File: src/jidbp_defines.vh
// Purpose: constants for the identification / bypass scan path
// Assumes: included by bare name from the design file
// Notes:   instruction codes and widths are local choices
`ifndef JIDBP_DEFINES_VH
`define JIDBP_DEFINES_VH

`define JIDBP_IR_WIDTH     4
`define JIDBP_ID_WIDTH     32
`define JIDBP_INSN_IDCODE  4'h1
`define JIDBP_INSN_BYPASS  4'hF
// arbitrary neutral identification value
`define JIDBP_ID_VALUE     32'h0000_1001

// tap state codes
`define JIDBP_ST_RESET     4'h0
`define JIDBP_ST_IDLE      4'h1
`define JIDBP_ST_SEL_DR    4'h2
`define JIDBP_ST_CAP_DR    4'h3
`define JIDBP_ST_SH_DR     4'h4
`define JIDBP_ST_EX1_DR    4'h5
`define JIDBP_ST_PAU_DR    4'h6
`define JIDBP_ST_EX2_DR    4'h7
`define JIDBP_ST_UPD_DR    4'h8
`define JIDBP_ST_SEL_IR    4'h9
`define JIDBP_ST_CAP_IR    4'hA
`define JIDBP_ST_SH_IR     4'hB
`define JIDBP_ST_EX1_IR    4'hC
`define JIDBP_ST_PAU_IR    4'hD
`define JIDBP_ST_EX2_IR    4'hE
`define JIDBP_ST_UPD_IR    4'hF

`endif

File: src/jidbp_path.v
// Purpose: tap with identification and bypass data paths, forced-one quirk
// Assumes: tck/tms/tdi are asynchronous pins sampled by clk (10 MHz)
// Notes:   tck must be slower than clk/4; other instructions act as bypass
//          tdo is released outside shift states; the line needs a pull-up
//          tms high for five tck rises always returns to reset
//
// Notes on behaviour
// - idcode shift takes constant one, not tdi
// - upstream data lost, downstream gets all ones
// - test-logic-reset makes idcode current instruction
// - bypass selects one-bit bypass register path
// - id contents shift out on tdo first
`timescale 1ns/1ns
`default_nettype none
`include "jidbp_defines.vh"

module jidbp_path #(
    parameter IR_W = `JIDBP_IR_WIDTH,
    parameter ID_W = `JIDBP_ID_WIDTH,
    parameter [`JIDBP_ID_WIDTH-1:0] ID_VALUE = `JIDBP_ID_VALUE
) (
    input  wire clk,
    input  wire reset_n,
    input  wire tck,
    input  wire tms,
    input  wire tdi,
    output reg  tdo,
    output reg  tdo_en_n,
    output reg  id_selected
);

    // two-stage synchronisers for the pins
    reg [2:0] sync_a;
    reg [2:0] sync_b;
    reg       tck_prev;
    wire      tck_s = sync_b[2];
    wire      tms_s = sync_b[1];
    wire      tdi_s = sync_b[0];
    wire      tck_rise = tck_s & ~tck_prev;
    wire      tck_fall = ~tck_s & tck_prev;

    always @(posedge clk or negedge reset_n) begin
        if (!reset_n) begin
            sync_a   <= 3'h0;
            sync_b   <= 3'h0;
            tck_prev <= 1'b0;
        end else begin
            sync_a   <= {tck, tms, tdi};
            sync_b   <= sync_a;
            tck_prev <= tck_s;
        end
    end

    // tap state codes, binary, shared with the header so the bench
    // and the design agree on the encoding
    localparam [3:0] ST_RESET  = `JIDBP_ST_RESET;
    localparam [3:0] ST_IDLE   = `JIDBP_ST_IDLE;
    localparam [3:0] ST_SEL_DR = `JIDBP_ST_SEL_DR;
    localparam [3:0] ST_CAP_DR = `JIDBP_ST_CAP_DR;
    localparam [3:0] ST_SH_DR  = `JIDBP_ST_SH_DR;
    localparam [3:0] ST_EX1_DR = `JIDBP_ST_EX1_DR;
    localparam [3:0] ST_PAU_DR = `JIDBP_ST_PAU_DR;
    localparam [3:0] ST_EX2_DR = `JIDBP_ST_EX2_DR;
    localparam [3:0] ST_UPD_DR = `JIDBP_ST_UPD_DR;
    localparam [3:0] ST_SEL_IR = `JIDBP_ST_SEL_IR;
    localparam [3:0] ST_CAP_IR = `JIDBP_ST_CAP_IR;
    localparam [3:0] ST_SH_IR  = `JIDBP_ST_SH_IR;
    localparam [3:0] ST_EX1_IR = `JIDBP_ST_EX1_IR;
    localparam [3:0] ST_PAU_IR = `JIDBP_ST_PAU_IR;
    localparam [3:0] ST_EX2_IR = `JIDBP_ST_EX2_IR;
    localparam [3:0] ST_UPD_IR = `JIDBP_ST_UPD_IR;

    // true in the two shift states, where tdo is driven
    function is_shift_state;
        input [3:0] st;
        begin
            is_shift_state = (st == ST_SH_DR) || (st == ST_SH_IR);
        end
    endfunction

    // instruction decode; every other code falls back to bypass
    function insn_is_id;
        input [IR_W-1:0] insn;
        begin
            insn_is_id = (insn == `JIDBP_INSN_IDCODE);
        end
    endfunction

    // tap controller state
    reg [3:0] state;
    reg [3:0] next_state;

    // next-state decode, tms sampled at each tck rise
    always @* begin
        case (state)
            ST_RESET:  next_state = tms_s ? ST_RESET
                                          : ST_IDLE;
            ST_IDLE:   next_state = tms_s ? ST_SEL_DR
                                          : ST_IDLE;
            ST_SEL_DR: next_state = tms_s ? ST_SEL_IR
                                          : ST_CAP_DR;
            ST_CAP_DR: next_state = tms_s ? ST_EX1_DR
                                          : ST_SH_DR;
            ST_SH_DR:  next_state = tms_s ? ST_EX1_DR
                                          : ST_SH_DR;
            ST_EX1_DR: next_state = tms_s ? ST_UPD_DR
                                          : ST_PAU_DR;
            ST_PAU_DR: next_state = tms_s ? ST_EX2_DR
                                          : ST_PAU_DR;
            ST_EX2_DR: next_state = tms_s ? ST_UPD_DR
                                          : ST_SH_DR;
            ST_UPD_DR: next_state = tms_s ? ST_SEL_DR
                                          : ST_IDLE;
            ST_SEL_IR: next_state = tms_s ? ST_RESET
                                          : ST_CAP_IR;
            ST_CAP_IR: next_state = tms_s ? ST_EX1_IR
                                          : ST_SH_IR;
            ST_SH_IR:  next_state = tms_s ? ST_EX1_IR
                                          : ST_SH_IR;
            ST_EX1_IR: next_state = tms_s ? ST_UPD_IR
                                          : ST_PAU_IR;
            ST_PAU_IR: next_state = tms_s ? ST_EX2_IR
                                          : ST_PAU_IR;
            ST_EX2_IR: next_state = tms_s ? ST_UPD_IR
                                          : ST_SH_IR;
            ST_UPD_IR: next_state = tms_s ? ST_SEL_DR
                                          : ST_IDLE;
            default:   next_state = ST_RESET;
        endcase
    end

    // shift registers and instruction
    reg [IR_W-1:0] ir_shift;
    reg [IR_W-1:0] ir_cur;
    reg [ID_W-1:0] id_shift;
    reg            byp_bit;
    reg            next_tdo;
    reg            next_tdo_en_n;
    wire           is_id = insn_is_id(ir_cur);
    // forced one replaces tdi while the id register is shifted
    wire           id_in = 1'b1;

    // tap state advances on each detected tck rise
    always @(posedge clk or negedge reset_n) begin
        if (!reset_n)
            state <= ST_RESET;
        else if (tck_rise)
            state <= next_state;
    end

    // instruction register; reset entry forces idcode at once
    // so the id register is selected from the first scan on
    always @(posedge clk or negedge reset_n) begin
        if (!reset_n) begin
            ir_cur   <= `JIDBP_INSN_IDCODE;
            ir_shift <= {IR_W{1'b0}};
        end else if (tck_rise) begin
            if (next_state == ST_RESET)
                ir_cur <= `JIDBP_INSN_IDCODE;
            else if (state == ST_UPD_IR)
                ir_cur <= ir_shift;
            if (state == ST_CAP_IR)
                ir_shift <= {{(IR_W-1){1'b0}}, 1'b1};
            else if (state == ST_SH_IR)
                ir_shift <= {tdi_s, ir_shift[IR_W-1:1]};
        end
    end

    // data registers: capture, then one bit per tck rise
    // the id path never sees tdi, which drops upstream data
    always @(posedge clk or negedge reset_n) begin
        if (!reset_n) begin
            id_shift <= {ID_W{1'b0}};
            byp_bit  <= 1'b0;
        end else if (tck_rise) begin
            if (state == ST_CAP_DR) begin
                if (is_id)
                    id_shift <= ID_VALUE;
                byp_bit <= 1'b0;
            end else if (state == ST_SH_DR) begin
                if (is_id)
                    id_shift <= {id_in, id_shift[ID_W-1:1]};
                else
                    byp_bit <= tdi_s;
            end
        end
    end

    // next tdo: updated on tck fall, driven only in shift states
    // holding between falls keeps tdo stable across the tck rise
    always @* begin
        next_tdo      = tdo;
        next_tdo_en_n = tdo_en_n;
        if (tck_fall) begin
            next_tdo_en_n = ~is_shift_state(state);
            if (state == ST_SH_IR)
                next_tdo = ir_shift[0];
            else if (state == ST_SH_DR)
                next_tdo = is_id ? id_shift[0] : byp_bit;
        end
    end

    // output flops; every port comes straight from a register
    // id_selected lags the instruction by one clk
    always @(posedge clk or negedge reset_n) begin
        if (!reset_n) begin
            tdo         <= 1'b0;
            tdo_en_n    <= 1'b1;
            id_selected <= 1'b1;
        end else begin
            tdo         <= next_tdo;
            tdo_en_n    <= next_tdo_en_n;
            id_selected <= is_id;
        end
    end

endmodule
`default_nettype wire

File: config.mk
export PLATFORM = sky130hd
export DESIGN_NAME = jidbp_path
export DESIGN_NICKNAME = d
export VERILOG_FILES = /design/src/jidbp_path.v
export VERILOG_INCLUDE_DIRS = /design/src /design/src/src
export SDC_FILE = /design/constraint.sdc
export NUM_CORES = 1
export LEC_CHECK = 0
export ABC_AREA = 1
export CORE_MARGIN = 2
export CORE_UTILIZATION = 60
export CTS_CLUSTER_SIZE = 24
export DETAILED_ROUTE_END_ITERATION = 12
export DONT_BUFFER_PORTS = 1
export MAX_ROUTING_LAYER = met4
export PLACE_DENSITY_LB_ADDON = 0.15
export SKIP_CTS_REPAIR_TIMING = 1
export SLEW_MARGIN = 20
export SYNTH_ARGS = -nofsm -noshare
export SYNTH_HDL_FRONTEND = slang
export SYNTH_SLANG_ARGS = --single-unit
File: constraint.sdc
create_clock -name clk -period 3.61 [get_ports clk]
set_clock_uncertainty 0.05 [all_clocks]
set_input_delay 0.5415 -clock clk [delete_from_list [all_inputs] [get_ports clk]]
set_output_delay 0.5415 -clock clk [all_outputs]
set_load 0.005 [all_outputs]
==> out/results.txt <==
clk buf depth -> 2
minimum clock period -> 2280 ps
CP cell instances -> nand2_1, inv_2, nand2_4, nand2_4, nand2_4, nor2_8, nand2_4, o22ai_2, inv_2
DR vias -> 1,675
Synth cell types -> 29
biggest cell delay along the critical path -> 540 ps
status -> finished clean
port bufs -> 0
vias per cell -> 5.39
max cap viols -> 0
TritonCTS clock tree -> built
DRT Pass-1 Iters -> 4
Startpoint Class -> flop
Worst Path Arrival -> 2440 ps
fill cell total of the finished layout -> 332
Syn Inst Count -> 260
cell taking the most area after synthesis -> dfrtp_1
overall routing resource usage -> 19.7%
Hold Crit Class -> in -> async
die span in y -> 69.8 um
GP Congestion -> 0.879
initial antenna violation count -> 0
Clk Latency, worst-skew pair -> 310 ps
CORE AREA -> 4090 um2
Clock transition at path regs -> 100 ps
critical path's slowest cell -> dfrtp_1
peak fanout along the critical path -> 32
total CTS buffers -> 5
Synth top area share -> 50.1%
largest net degree at the start of global routing -> 56
worst hold slack -> 17.8 ps
setup TNS -> 0 ps
Warnings, synthesis -> 0
FF/Latch Area -> 1380 um2
maximum VDD drop -> 388 uV
DRT iter0 DRCs -> 144
DP Wirelength -> 2.88 mm
DR WL/cell -> 13.8 um
share of cells above drive strength 1 -> 23.0%
Die ar. -> 4870 um2
mapped cell area -> 2600 um2
chip width -> 69.8 um
Slew @ Worst Pin -> 552 ps
Post-route DRC -> 0
Setup WS post-layout -> 1330 ps
most frequent cells in the layout -> dfrtp_1 (52), nand2_1 (45), inv_1 (40)
met1 Usage GRT -> 28.6%
Worst path most repeated cell -> nand2_4
Leakage -> 0.00130 uW
area delta synth->final -> 3.57%
headroom to the max-slew limit -> 63.2%
Setup CP Type -> reg -> reg
GRT met3 Usage -> 4.65%
Achievable Freq -> 0.438 GHz
#FFs+latches synth -> 55
Finish-stage setup viols -> 0
WP buf/inv -> 2
Root Driver -> clkbuf_8
Tcrit/Tclk final -> 63.2%
sequential element share of the synthesized area -> 53.2%
total gr overflow -> 0
busiest layer in global routing -> met1
power per cell area -> 602 nW/um2
num rows -> 23
commonest non-fill, non-tap cell in the layout -> dfrtp_1
largest cells by area after synthesis -> dfrtp_1 (50%), o22ai_2 (8.7%), nand2_1 (6.5%)
first-pass GRT wire length -> 7.41 mm
CP Capture Type -> flop
WP data required -> 3770 ps
delay-heaviest family, CP -> simple AND/OR/NAND/NOR gates
RSZ-0062 raised after global routing -> no
Multi-input gate area -> 932 um2
met2 Track Usage GR -> 27.5%
syn_area_per_cell -> 9.99 um2
count of final max-slew check failures -> 0
Fin. Hold Viols -> 0
clk sinks -> 55
Ports -> 8
Post-Place Worst Slack -> 1350 ps
htree depth -> 2
Mapped Nets -> 265
antenna viol nets, final -> 0
nets@finish -> 265
Total Wirelength -> 4.28 mm
antenna cells -> 0
vias in the first global route -> 1,625
initial core utilization -> 63.5%
worst paths after layout:
kind                       startpoint          end  slack [ps]  depth (start not counted)
hold reg to reg             sync_a[1]    sync_b[1]         310                          0
max in group asynchronous     reset_n     tdo_en_n        2840                          1
setup / recovery             state[0]  id_shift[0]        1330                          9
hold / removal                reset_n  id_shift[3]          20                          1
setup reg to reg             state[0]  id_shift[0]        1330                          9
min in group clk                  tdi    sync_a[0]         200                          0
cells by family (layout without fill, tap and decap cells):
kind of cell	count (synthesis)	after routing	synth area share [%]
buf+inv	56	57	10.9
flops	55	55	53.2
compound gates	53	53	16.2
simple gates	96	96	19.7
per-layer routing:
metal / part of all wire [%] / wire length (um)
met1: 49 / 2110
met2: 46 / 1980
met3: 3.3 / 142
met4: 1.3 / 54
met5: 0 / 0
worst reg2reg max path: stages, from the launching register on:
cell and delay (ps):
dfrtp_1 540, nand2_1 130, inv_2 110, nand2_4 90, nand2_4 100, nand2_4 80
nor2_8 440, nand2_4 380, o22ai_2 220, inv_2 40
synthesized netlist by cell type:
cell       number
dfrtp_1        52
nand2_1        45
inv_1          40
o22ai_2        18
nor2_1         16
o21ai_0        15
o22ai_1        10
nand3_1         9
nand2_4         7
nor2_2          7
inv_2           6
a21oi_1         5
buf_6           4
nand4_1         4
buf_4           3
dfstp_2         3
nand2_2         3
o21ai_1         2
a21oi_2         1
a31oi_1         1
buf_2           1
clkbuf_16       1
clkbuf_8        1
nand3_2         1
nand3_4         1
nand3b_2        1
nor2_4          1
nor2_8          1
o22a_1          1
through the flow:
step,cells,power [uW],utilization (%),cell area (um2)
2_1_floorplan,260,1190,-,2600
3_3_place_gp,301,1250,62.5,2550
3_5_place_dp,301,1260,62.5,2550
4_1_cts,309,1610,64.9,2650
5_1_grt,311,1730,65.8,2690
6_report,311,1620,65.8,2690
sequential cells by signal, summed over array words and instances (netlist names):
register / count
byp_bit: 1
id_selected: 1
id_shift: 32
ir_cur: 4
ir_shift: 4
state: 4
sync_a: 3
sync_b: 3
tck_prev: 1
tdo: 1
tdo_en_n: 1
power breakdown:
| part | leakage [uW] | internal (uW) | switching, uW |
|---|---|---|---|
| combinational | 0.000520 | 167 | 320 |
| clock | 0.0000463 | 143 | 210 |
| sequential | 0.000732 | 703 | 75.8 |
| total | 0.00130 | 1010 | 606 |
final cells by class:
type / instances / share of cell area [%]
flip-flops and latches: 55 / 51.3
inverters: 46 / 6.42
well taps: 50 / 2.33
clock inverters: 3 / 1.02
multi-input cells: 149 / 34.7
clock buffers: 5 / 2.56
repair buffers: 3 / 1.68
Note: power is estimated with default switching activity, not from simulation.
